$ cat src/common/gxb_pkg.sv
// Shared constants, register map and helper functions for the pin routing block.
package gxb_pkg;

	localparam int GXB_ADDR_W = 8;
	localparam int GXB_DATA_W = 32;
	localparam int GXB_FIELD_W = 2;
	localparam int GXB_IDX_W = 4;

	// Register byte offsets.
	localparam logic [7:0] GXB_OFF_AMSEL_B = 8'h00;
	localparam logic [7:0] GXB_OFF_GMUX_B_HI = 8'h04;
	localparam logic [7:0] GXB_OFF_MUX_B_HI = 8'h08;
	localparam logic [7:0] GXB_OFF_GMUX_C_LO = 8'h0c;
	localparam logic [7:0] GXB_OFF_MUX_C_LO = 8'h10;
	localparam logic [7:0] GXB_OFF_RSVD_STAT = 8'h14;
	localparam logic [7:0] GXB_OFF_SPI_STAT = 8'h18;
	localparam logic [7:0] GXB_OFF_INXBAR = 8'h40;
	localparam logic [7:0] GXB_OFF_OUTXBAR = 8'h80;
	localparam logic [7:0] GXB_OFF_PWMXBAR = 8'ha0;

	localparam logic [31:0] GXB_RST_REG = 32'h0000_0000;
	localparam logic [1:0] GXB_RESP_OKAY = 2'h0;
	localparam logic [1:0] GXB_RESP_SLVERR = 2'h2;

	// Managed pins: port B high half (48..63) and port C low half (64..79).
	localparam int GXB_FIRST_PIN = 48;
	localparam int GXB_NPIN = 32;
	localparam int GXB_PINS_PER_REG = 16;

	// Function index encodings.
	localparam logic [3:0] GXB_IDX_SPI_HS = 4'hf;
	localparam logic [3:0] GXB_IDX_OUTXBAR = 4'h5;

	// Analog mode select bits giving the USB lines to pins 42 and 43.
	localparam int GXB_USB_MINUS_BIT = 10;
	localparam int GXB_USB_PLUS_BIT = 11;

	// High-speed SPI pin masks relative to pin 48.
	localparam logic [31:0] GXB_SPI_A_MASK = 32'h0000_3c00;
	localparam logic [31:0] GXB_SPI_B_MASK = 32'h0007_8000;
	localparam logic [31:0] GXB_SPI_C_MASK = 32'h01e0_0000;

	// Crossbar sizes.
	localparam int GXB_N_INXBAR = 14;
	localparam int GXB_N_OUTXBAR = 8;
	localparam int GXB_N_PWMXBAR = 8;
	localparam int GXB_N_SHARED_IN = 6;

	function automatic logic [3:0] gxb_func_index(input logic [1:0] grp, input logic [1:0] sel);
		gxb_func_index = {grp, sel};
	endfunction

	function automatic logic gxb_is_reserved(input logic [3:0] idx);
		gxb_is_reserved = (idx == 4'h9) || (idx == 4'ha) || (idx == 4'hb) ||
			(idx == 4'hd) || (idx == 4'he);
	endfunction

	function automatic logic [31:0] gxb_apply_strb(input logic [31:0] old, input logic [31:0] wd,
		input logic [3:0] strb);
		logic [31:0] res;
		res = old;
		for (int i = 0; i < 4; i++) begin
			if (strb[i]) begin
				res[i*8 +: 8] = wd[i*8 +: 8];
			end
		end
		gxb_apply_strb = res;
	endfunction

endpackage

$ cat src/logic/gxb_pin_routing.sv
// Pin routing top: register file, pin function muxes and the three crossbars.
`timescale 1ns/1ps
module gxb_pin_routing #(
	parameter int NGPIO = 97,
	parameter int NXSRC = 8
) (
	input wire logic aclk,
	input wire logic aresetn,
	input wire logic [gxb_pkg::GXB_ADDR_W-1:0] s_axi_awaddr,
	input wire logic s_axi_awvalid,
	output logic s_axi_awready,
	input wire logic [31:0] s_axi_wdata,
	input wire logic [3:0] s_axi_wstrb,
	input wire logic s_axi_wvalid,
	output logic s_axi_wready,
	output logic [1:0] s_axi_bresp,
	output logic s_axi_bvalid,
	input wire logic s_axi_bready,
	input wire logic [gxb_pkg::GXB_ADDR_W-1:0] s_axi_araddr,
	input wire logic s_axi_arvalid,
	output logic s_axi_arready,
	output logic [31:0] s_axi_rdata,
	output logic [1:0] s_axi_rresp,
	output logic s_axi_rvalid,
	input wire logic s_axi_rready,
	input wire logic [NGPIO-1:0] gpio_in,
	input wire logic [gxb_pkg::GXB_NPIN-1:0] gpio_out,
	input wire logic [gxb_pkg::GXB_NPIN-1:0] gpio_oe,
	input wire logic [gxb_pkg::GXB_NPIN*16-1:0] alt_out,
	input wire logic [gxb_pkg::GXB_NPIN*16-1:0] alt_oe,
	input wire logic [NXSRC-1:0] xbar_ext_src,
	output logic [gxb_pkg::GXB_NPIN-1:0] pin_out,
	output logic [gxb_pkg::GXB_NPIN-1:0] pin_oe,
	output logic [2:0] trip_zone,
	output logic [8:1] pwm_trip,
	output logic [5:1] external_interrupt_line,
	output logic external_conversion_trigger,
	output logic external_sync_input_one,
	output logic external_sync_input_two,
	output logic [5:0] capture_unit,
	output logic [7:0] output_crossbar_line,
	output logic usb_minus_line_en,
	output logic usb_plus_line_en,
	output logic [2:0] spi_hs_pins_ready
);
	import gxb_pkg::*;

	localparam int ISW = $clog2(NGPIO);
	localparam int NXB = GXB_N_SHARED_IN + NXSRC;
	localparam int XSW = $clog2(NXB);

	logic [31:0] amsel_r;
	logic [31:0] gmux_b_r;
	logic [31:0] mux_b_r;
	logic [31:0] gmux_c_r;
	logic [31:0] mux_c_r;
	logic [ISW-1:0] insel_r [GXB_N_INXBAR];
	logic [XSW-1:0] outsel_r [GXB_N_OUTXBAR];
	logic [XSW-1:0] pwmsel_r [GXB_N_PWMXBAR];
	logic [GXB_N_INXBAR-1:0] inx;
	logic [GXB_NPIN-1:0] rsvd;
	logic [GXB_NPIN-1:0] hs_sel;
	logic [7:0] pwmx;

	// Write channel: address and data are latched independently, in either order.
	logic aw_held_r;
	logic w_held_r;
	logic [GXB_ADDR_W-1:0] awaddr_r;
	logic [31:0] wdata_r;
	logic [3:0] wstrb_r;
	assign s_axi_awready = !aw_held_r && !s_axi_bvalid;
	assign s_axi_wready = !w_held_r && !s_axi_bvalid;
	wire logic aw_fire = s_axi_awvalid && s_axi_awready;
	wire logic w_fire = s_axi_wvalid && s_axi_wready;
	wire logic do_write = aw_held_r && w_held_r;

	wire logic [7:0] wa = awaddr_r & 8'hfc;
	wire logic w_in_xb = (wa >= GXB_OFF_INXBAR) && (wa < GXB_OFF_INXBAR + 8'(4*GXB_N_INXBAR));
	wire logic w_out_xb = (wa >= GXB_OFF_OUTXBAR) && (wa < GXB_OFF_OUTXBAR + 8'(4*GXB_N_OUTXBAR));
	wire logic w_pwm_xb = (wa >= GXB_OFF_PWMXBAR) && (wa < GXB_OFF_PWMXBAR + 8'(4*GXB_N_PWMXBAR));
	wire logic [3:0] w_in_k = 4'((wa - GXB_OFF_INXBAR) >> 2);
	wire logic [3:0] w_out_k = 4'((wa - GXB_OFF_OUTXBAR) >> 2);
	wire logic [3:0] w_pwm_k = 4'((wa - GXB_OFF_PWMXBAR) >> 2);
	wire logic w_plain = (wa == GXB_OFF_AMSEL_B) || (wa == GXB_OFF_GMUX_B_HI) ||
		(wa == GXB_OFF_MUX_B_HI) || (wa == GXB_OFF_GMUX_C_LO) || (wa == GXB_OFF_MUX_C_LO);
	wire logic w_ro = (wa == GXB_OFF_RSVD_STAT) || (wa == GXB_OFF_SPI_STAT);
	wire logic w_ok = w_plain || w_ro || w_in_xb || w_out_xb || w_pwm_xb;
	wire logic [31:0] wfull = gxb_apply_strb(32'h0000_0000, wdata_r, wstrb_r);

	always_ff @(posedge aclk) begin
		if (!aresetn) begin
			aw_held_r <= 1'b0;
			w_held_r <= 1'b0;
			awaddr_r <= '0;
			wdata_r <= '0;
			wstrb_r <= '0;
			s_axi_bvalid <= 1'b0;
			s_axi_bresp <= GXB_RESP_OKAY;
		end else begin
			if (aw_fire) begin
				aw_held_r <= 1'b1;
				awaddr_r <= s_axi_awaddr;
			end
			if (w_fire) begin
				w_held_r <= 1'b1;
				wdata_r <= s_axi_wdata;
				wstrb_r <= s_axi_wstrb;
			end
			if (do_write) begin
				aw_held_r <= 1'b0;
				w_held_r <= 1'b0;
				s_axi_bvalid <= 1'b1;
				s_axi_bresp <= w_ok ? GXB_RESP_OKAY : GXB_RESP_SLVERR;
			end else if (s_axi_bvalid && s_axi_bready) begin
				s_axi_bvalid <= 1'b0;
			end
		end
	end

	// Register storage; crossbar selects take the low byte lane.
	always_ff @(posedge aclk) begin
		if (!aresetn) begin
			amsel_r <= GXB_RST_REG;
			gmux_b_r <= GXB_RST_REG;
			mux_b_r <= GXB_RST_REG;
			gmux_c_r <= GXB_RST_REG;
			mux_c_r <= GXB_RST_REG;
			for (int k = 0; k < GXB_N_INXBAR; k++) begin
				insel_r[k] <= '0;
			end
			for (int k = 0; k < GXB_N_OUTXBAR; k++) begin
				outsel_r[k] <= '0;
				pwmsel_r[k] <= '0;
			end
		end else if (do_write) begin
			case (wa)
				GXB_OFF_AMSEL_B: amsel_r <= gxb_apply_strb(amsel_r, wdata_r, wstrb_r);
				GXB_OFF_GMUX_B_HI: gmux_b_r <= gxb_apply_strb(gmux_b_r, wdata_r, wstrb_r);
				GXB_OFF_MUX_B_HI: mux_b_r <= gxb_apply_strb(mux_b_r, wdata_r, wstrb_r);
				GXB_OFF_GMUX_C_LO: gmux_c_r <= gxb_apply_strb(gmux_c_r, wdata_r, wstrb_r);
				GXB_OFF_MUX_C_LO: mux_c_r <= gxb_apply_strb(mux_c_r, wdata_r, wstrb_r);
				default: begin
					if (w_in_xb && wstrb_r[0]) begin
						insel_r[w_in_k] <= wfull[ISW-1:0];
					end
					if (w_out_xb && wstrb_r[0]) begin
						outsel_r[w_out_k[2:0]] <= wfull[XSW-1:0];
					end
					if (w_pwm_xb && wstrb_r[0]) begin
						pwmsel_r[w_pwm_k[2:0]] <= wfull[XSW-1:0];
					end
				end
			endcase
		end
	end

	// Read channel: one read at a time, data registered one cycle after the address.
	wire logic [7:0] ra = s_axi_araddr & 8'hfc;
	wire logic r_in_xb = (ra >= GXB_OFF_INXBAR) && (ra < GXB_OFF_INXBAR + 8'(4*GXB_N_INXBAR));
	wire logic r_out_xb = (ra >= GXB_OFF_OUTXBAR) && (ra < GXB_OFF_OUTXBAR + 8'(4*GXB_N_OUTXBAR));
	wire logic r_pwm_xb = (ra >= GXB_OFF_PWMXBAR) && (ra < GXB_OFF_PWMXBAR + 8'(4*GXB_N_PWMXBAR));
	wire logic [3:0] r_in_k = 4'((ra - GXB_OFF_INXBAR) >> 2);
	wire logic [2:0] r_out_k = 3'((ra - GXB_OFF_OUTXBAR) >> 2);
	wire logic [2:0] r_pwm_k = 3'((ra - GXB_OFF_PWMXBAR) >> 2);
	logic [31:0] rd_val;
	logic rd_ok;
	always_comb begin
		rd_val = 32'h0000_0000;
		rd_ok = 1'b1;
		case (ra)
			GXB_OFF_AMSEL_B: rd_val = amsel_r;
			GXB_OFF_GMUX_B_HI: rd_val = gmux_b_r;
			GXB_OFF_MUX_B_HI: rd_val = mux_b_r;
			GXB_OFF_GMUX_C_LO: rd_val = gmux_c_r;
			GXB_OFF_MUX_C_LO: rd_val = mux_c_r;
			GXB_OFF_RSVD_STAT: rd_val = rsvd;
			GXB_OFF_SPI_STAT: rd_val = {29'h0, spi_hs_pins_ready};
			default: begin
				if (r_in_xb) begin
					rd_val = 32'(insel_r[r_in_k]);
				end else if (r_out_xb) begin
					rd_val = 32'(outsel_r[r_out_k]);
				end else if (r_pwm_xb) begin
					rd_val = 32'(pwmsel_r[r_pwm_k]);
				end else begin
					rd_ok = 1'b0;
				end
			end
		endcase
	end

	assign s_axi_arready = !s_axi_rvalid;
	always_ff @(posedge aclk) begin
		if (!aresetn) begin
			s_axi_rvalid <= 1'b0;
			s_axi_rdata <= 32'h0000_0000;
			s_axi_rresp <= GXB_RESP_OKAY;
		end else if (s_axi_arvalid && s_axi_arready) begin
			s_axi_rvalid <= 1'b1;
			s_axi_rdata <= rd_val;
			s_axi_rresp <= rd_ok ? GXB_RESP_OKAY : GXB_RESP_SLVERR;
		end else if (s_axi_rready) begin
			s_axi_rvalid <= 1'b0;
		end
	end

	// Pin function muxes; pins 48..63 use the port B fields, 64..79 the port C fields.
	wire logic [63:0] gsel_all = {gmux_c_r, gmux_b_r};
	wire logic [63:0] fsel_all = {mux_c_r, mux_b_r};
	genvar p;
	generate
		for (p = 0; p < GXB_NPIN; p++) begin : g_pin
			logic [15:0] a_out;
			logic [15:0] a_oe;
			// The output crossbar line takes one alternate slot on each pin.
			always_comb begin
				a_out = alt_out[p*16 +: 16];
				a_oe = alt_oe[p*16 +: 16];
				a_out[GXB_IDX_OUTXBAR] = output_crossbar_line[p % GXB_N_OUTXBAR];
			end
			assign hs_sel[p] = (gxb_func_index(gsel_all[2*p +: 2], fsel_all[2*p +: 2]) ==
				GXB_IDX_SPI_HS);
			gxb_pin_func u_pin (
				.aclk(aclk),
				.aresetn(aresetn),
				.group_sel(gsel_all[2*p +: 2]),
				.func_sel(fsel_all[2*p +: 2]),
				.gpio_out(gpio_out[p]),
				.gpio_oe(gpio_oe[p]),
				.alt_out(a_out),
				.alt_oe(a_oe),
				.pin_out(pin_out[p]),
				.pin_oe(pin_oe[p]),
				.reserved(rsvd[p])
			);
		end
	endgenerate

	// Software reads these to confirm a port is on its high-speed pins before enabling it.
	assign spi_hs_pins_ready[0] = ((hs_sel & GXB_SPI_A_MASK) == GXB_SPI_A_MASK);
	assign spi_hs_pins_ready[1] = ((hs_sel & GXB_SPI_B_MASK) == GXB_SPI_B_MASK);
	assign spi_hs_pins_ready[2] = ((hs_sel & GXB_SPI_C_MASK) == GXB_SPI_C_MASK);

	assign usb_minus_line_en = amsel_r[GXB_USB_MINUS_BIT];
	assign usb_plus_line_en = amsel_r[GXB_USB_PLUS_BIT];

	// Input crossbar: each channel picks any GPIO input.
	genvar c;
	generate
		for (c = 0; c < GXB_N_INXBAR; c++) begin : g_inx
			gxb_sel_mux #(.N(NGPIO), .SW(ISW)) u_mux (
				.aclk(aclk),
				.aresetn(aresetn),
				.src(gpio_in),
				.sel(insel_r[c]),
				.y(inx[c])
			);
		end
	endgenerate

	assign trip_zone = inx[2:0];
	assign external_interrupt_line[1] = inx[3];
	assign external_interrupt_line[2] = inx[4];
	assign external_conversion_trigger = inx[4];
	assign external_sync_input_one = inx[4];
	assign external_interrupt_line[3] = inx[5];
	assign external_sync_input_two = inx[5];
	assign capture_unit = inx[11:6];
	assign external_interrupt_line[5:4] = inx[13:12];

	// Trip inputs 1-3 and 6 also see the input channels directly; the PWM crossbar is ORed in.
	always_comb begin
		pwm_trip = pwmx;
		pwm_trip[3:1] = pwmx[2:0] | inx[2:0];
		pwm_trip[6] = pwmx[5] | inx[5];
	end

	// Shared crossbar sources: input channels 1-6 first, then the other peripheral sources.
	wire logic [NXB-1:0] xsrc = {xbar_ext_src, inx[5:0]};
	genvar o;
	generate
		for (o = 0; o < GXB_N_OUTXBAR; o++) begin : g_xb
			gxb_sel_mux #(.N(NXB), .SW(XSW)) u_out (
				.aclk(aclk),
				.aresetn(aresetn),
				.src(xsrc),
				.sel(outsel_r[o]),
				.y(output_crossbar_line[o])
			);
			gxb_sel_mux #(.N(NXB), .SW(XSW)) u_pwm (
				.aclk(aclk),
				.aresetn(aresetn),
				.src(xsrc),
				.sel(pwmsel_r[o]),
				.y(pwmx[o])
			);
		end
	endgenerate
endmodule

$ cat src/logic/gxb_pin_func.sv
// Function selector for one multiplexed pin.
`timescale 1ns/1ps
module gxb_pin_func (
	input wire logic aclk,
	input wire logic aresetn,
	input wire logic [gxb_pkg::GXB_FIELD_W-1:0] group_sel,
	input wire logic [gxb_pkg::GXB_FIELD_W-1:0] func_sel,
	input wire logic gpio_out,
	input wire logic gpio_oe,
	input wire logic [15:0] alt_out,
	input wire logic [15:0] alt_oe,
	output logic pin_out,
	output logic pin_oe,
	output logic reserved
);
	import gxb_pkg::*;

	wire logic [3:0] idx = gxb_func_index(group_sel, func_sel);
	wire logic is_rsvd = gxb_is_reserved(idx);
	wire logic is_gpio = (func_sel == 2'h0);
	// A reserved selection drives nothing, so a bad setting cannot fight the board.
	wire logic out_nxt = is_gpio ? gpio_out : (is_rsvd ? 1'b0 : alt_out[idx]);
	wire logic oe_nxt = is_gpio ? gpio_oe : (is_rsvd ? 1'b0 : alt_oe[idx]);

	always_ff @(posedge aclk) begin
		if (!aresetn) begin
			pin_out <= 1'b0;
			pin_oe <= 1'b0;
			reserved <= 1'b0;
		end else begin
			pin_out <= out_nxt;
			pin_oe <= oe_nxt;
			reserved <= is_rsvd;
		end
	end
endmodule

$ cat src/logic/gxb_sel_mux.sv
// Registered one-of-N selector used by every crossbar channel.
`timescale 1ns/1ps
module gxb_sel_mux #(
	parameter int N = 8,
	parameter int SW = 3
) (
	input wire logic aclk,
	input wire logic aresetn,
	input wire logic [N-1:0] src,
	input wire logic [SW-1:0] sel,
	output logic y
);
	// Selections beyond the last source give a constant low.
	wire logic in_range = (32'(sel) < N);
	wire logic y_nxt = in_range ? src[sel] : 1'b0;

	always_ff @(posedge aclk) begin
		if (!aresetn) begin
			y <= 1'b0;
		end else begin
			y <= y_nxt;
		end
	end
endmodule

$ cat config.mk
export PLATFORM = sky130hd
export DESIGN_NAME = gxb_pin_routing
export DESIGN_NICKNAME = d
export VERILOG_FILES = /design/src/common/gxb_pkg.sv /design/src/logic/gxb_pin_routing.sv /design/src/logic/gxb_pin_func.sv /design/src/logic/gxb_sel_mux.sv
export SDC_FILE = /design/constraint.sdc
export NUM_CORES = 2
export LEC_CHECK = 0
export BUFFER_PORTS_ARGS = -buffer_cell sky130_fd_sc_hd__buf_2
export CORE_AREA = 2 2 547 549
export DETAILED_ROUTE_END_ITERATION = 16
export DIE_AREA = 0 0 549 551
export SLEW_MARGIN = 20
export SYNTH_ARGS = -nofsm -noshare
export SYNTH_HDL_FRONTEND = slang
export SYNTH_SLANG_ARGS = --single-unit
$ cat constraint.sdc
create_clock -name aclk -period 2.3 [get_ports aclk]
set_input_delay 0.345 -clock aclk [delete_from_list [all_inputs] [get_ports aclk]]
set_output_delay 0.345 -clock aclk [all_outputs]
set_load 0.005 [all_outputs]
==> impl_summary.md <==
Floorplan
The height of the chip is 551 um. The starting utilization of the core area is 0.135. The standard-cell row count is 200. From left edge to right edge, the die measures 549 um. In this run the count of I/O pins placed on the die edge is 1,395. The die covers 302,000 sq um.

The core area is 296,000 sq um.

Clock network
The latest clock arrival within the worst-skew pair is 0.67 ns. The clock-pin slew of the registers on the worst-case setup and hold paths is 0.07 ns. The clock root buffer is clkbuf_16. TritonCTS created 68 clock buffers. The H-tree generated during clock tree synthesis spans 3 levels. TritonCTS built the clock tree. The maximum clock insertion buffer count is 3.

The clock sink total is 542.

Layout
Leaving out filler cells and counting taps, the final layout contains 9,093. Of the cells placed in the final design, the portion with a size suffix greater than 1 is 0.437. The layout has 32.7k filler cells. The count of nets after finishing is 6,309. The synthesis-to-finish area growth is 41.4%.

Route
After detailed routing, the average wire length per cell comes to 30.1 um. The number of remaining DRC errors is 0. The via density per instance is 4.65.

The number of nets still failing antenna checks after routing is 0. The length of the first detailed-routing pass in iterations is 8. The post-detailed-routing wire length is 274,000 um. The violation count after the first detailed-routing iteration is 6,035.

The total number of vias is 42.2k.

Logic synthesis
The synthesized netlist contains 76 unique library cells. The instance count of the mapped netlist is 3,993. The total number of yosys warnings is 0. For this run, the register share of the synthesized area comes to 0.315.

Dividing the synthesized area by the synthesized cell count gives 10.0 sq um. The fraction of registers with async set or reset after synthesis is 0. The cell area that synthesis handed to floorplanning was 40,100 sq um. The count of flip-flops with a built-in enable after synthesis is 176. The number of storage elements in the synthesis netlist is 542. The flip-flop cell with the highest count after synthesis is dfxtp_1.

Worst setup path
For the worst setup path, the data required time is 2.84 ns. The setup path with the least slack is of type reg -> reg. The worst setup path is captured at a flip-flop. Setup slack on the worst reg-to-reg path comes out at -0.37 ns. For the worst setup path, the data arrival time is 3.21 ns.

The highest fanout seen on the critical path is 8. The startpoint class of the critical path is a flip-flop.

Place
Input and output buffers added on the ports amount to 795. Routability-driven placement finished with a final weighted congestion of 0.999. The minimum setup slack after placement is -0.631 ns.

In this run, placement finished with an instance count of 8,827. The final HPWL from detailed placement is 223,000 um.

STA
Setup repair after global routing could not meet its margin everywhere. Clock skew on the completed layout was measured at 0.0346 ns. The remaining max-slew budget at the tightest pin is 0.368. The max-slew violation total from the final report was 0. Across all setup checks in the final design, the least slack found is -0.373 ns. For the pin with the worst max-slew slack, the measured transition is 0.947 ns. The final setup violation count is 4.

The worst hold margin is 0.0633 ns. The minimum period implied by the final worst setup slack is 2.67 ns. The final hold violation count is 0. Based on the critical path, the design can be clocked at up to 0.374 GHz. Dividing the final minimum period by the clock period gives 1.16.

GRT
Entering global routing, the biggest net connects 72 pins. The first global-routing pass estimated 355,000 um of wire. The via count of the first global-routing pass is 38.7k. Across every metal layer, demand over resource in global routing totals 0.173. The initial antenna violation count came to 199.

The remaining global-route overflow is 0.

Power
The overall power is 28,600 uW. For this design the static power due to leakage is 0.0201 uW. In this run the power density over the cells is 505 nW/um^2. The maximum VDD drop is 0.000465 V.

Run
Across the run, the number of max-cap violations was 0.

Run status
The checks that failed: setup timing. The flow ran to the end, but the final reports show violations.

Worst hold path
The path class of the tightest hold or removal check is in -> reg.
path summary, 6_finish.rpt:
kind                                start                                 to  depth (start not counted)
max          insel_r[10][0]$_SDFFCE_PN0P_       g_inx[10].u_mux.y$_SDFF_PN0_                          8
min reg2reg       amsel_r[9]$_SDFFE_PN0P_            amsel_r[9]$_SDFFE_PN0P_                          2
min                           gpio_oe[21]  g_pin[21].u_pin.pin_oe$_SDFF_PN0_                          5
max reg2reg  insel_r[10][0]$_SDFFCE_PN0P_       g_inx[10].u_mux.y$_SDFF_PN0_                          8
power breakdown:
part | switching (uW) | total (uW) | internal [uW]
Sequential | 389 | 10500 | 10100
Clock | 4930 | 11800 | 6850
Combinational | 3360 | 6300 | 2930
synthesized netlist by cell type (12+ instances only):
cell / count / area [sq um]
nand3b_1: 17 / 128
mux4_2: 457 / 10300
inv_1: 91 / 342
o211a_1: 31 / 310
dfxtp_1: 366 / 7330
buf_1: 31 / 116
o22ai_1: 132 / 826
o221ai_1: 18 / 158
nor2b_1: 33 / 206
a22oi_1: 133 / 998
a211oi_1: 30 / 225
buf_4: 99 / 743
nor4_1: 28 / 175
clkbuf_1: 359 / 1350
nand2b_1: 58 / 363
nor2_1: 297 / 1110
edfxtp_1: 176 / 5290
buf_2: 62 / 310
a311oi_1: 12 / 105
o22a_1: 30 / 263
mux2_2: 24 / 270
nor3_1: 41 / 205
o2bb2ai_1: 39 / 342
nand2_1: 389 / 1460
nand3_1: 189 / 946
mux2i_1: 209 / 2090
and2_1: 54 / 338
and3_1: 12 / 75.1
nand4_1: 12 / 75.1
o311ai_0: 14 / 123
or3b_2: 15 / 131
a31oi_1: 22 / 138
a21oi_1: 261 / 1310
nor3b_1: 13 / 97.6
a31o_2: 27 / 236
o21ai_0: 84 / 420
routing by layer:
metal | wire [um] | global-route usage | up-vias | part of all wire
li1 | - | - | 17500 | -
met1 | 115000 | 0.238 | 20700 | 0.42
met2 | 109000 | 0.242 | 3403 | 0.40
met3 | 39600 | 0.0731 | 562 | 0.14
met4 | 9970 | 0.0502 | 84 | 0.036
met5 | 547 | 0 | - | 0.0020
worst max-delay path, stage by stage, from the launching register on:
cell and delay, ns:
edfxtp_1 0.41, buf_12 0.19, buf_6 0.12, mux4_2 0.55, mux4_2 0.54, a32oi_1 0.19, nor3b_1 0.07, a211o_1 0.30
buf_12 0.15
state kept, by name, summed over array words and instances, names as in the netlist, 8 cells and up:
register	cells
insel_r	112
amsel_r	32
g_pin.u_pin.pin_oe	32
g_pin.u_pin.pin_out	32
g_pin.u_pin.reserved	32
gmux_b_r	32
gmux_c_r	32
mux_b_r	32
mux_c_r	32
outsel_r	32
pwmsel_r	32
s_axi_rdata	32
wdata_r	32
g_inx.u_mux.y	14
g_xb.u_out.y	8
g_xb.u_pwm.y	8
kinds of logic after synthesis:
| family | Yosys count | share of synthesized area |
|---|---|---|
| AO/OA/AOI/OAI | 906 | 0.152 |
| multiplexers | 695 | 0.319 |
| other | 1 | 0.0000936 |
| AND/OR/NAND/NOR | 1205 | 0.142 |
| buffers and inverters | 644 | 0.0717 |
| flip-flops | 542 | 0.315 |
layout by cell type (no fill, tap or decap), drive strengths merged, types with 29 or more instances in the layout:
master	n
mux4	462
o2bb2ai	39
dlygate4sd3	61
a22oi	133
clkbuf	91
and2	56
mux2i	209
a31o	29
o22ai	132
a21oi	261
nor2	298
o21ai	84
edfxtp	176
nand3	189
a211oi	30
inv	97
buf	1469
nand2	389
nand2b	58
diode	44
o22a	30
o211a	31
dfxtp	366
nor2b	33
nor3	43
timing repair:
item / in CTS / in global routing
cloned: 7 / 1
hold endpoints to repair: 60 / 0
setup endpoints to repair: 26 / 33
buffers inserted: 23 / 15
pin swaps: 20 / 24
gates resized for setup: 114 / 53
hold buffers: 61 / 0
area by class of cell:
class,instances,area (sq um),share of cell area
flip-flops and latches,542,12700,0.224
repair buffers,1531,11100,0.195
clock inverters,33,504,0.00890
well taps,3939,4930,0.0870
diodes,44,110,0.00194
multi-input cells,2822,25200,0.444
inverters,92,353,0.00623
clock buffers,90,1880,0.0331
metrics by stage:
stage	area (sq um)	util	setup TNS (ns)
final	56700	0.191	-0.621
after global routing	56600	0.191	-0.814
after CTS	56200	0.190	-0.678
after detailed placement	52500	0.177	-7.06
after global placement	52500	0.177	-6.45
after floorplan	40100	-	-0.00807
Note: power is estimated with default switching activity, not from simulation.
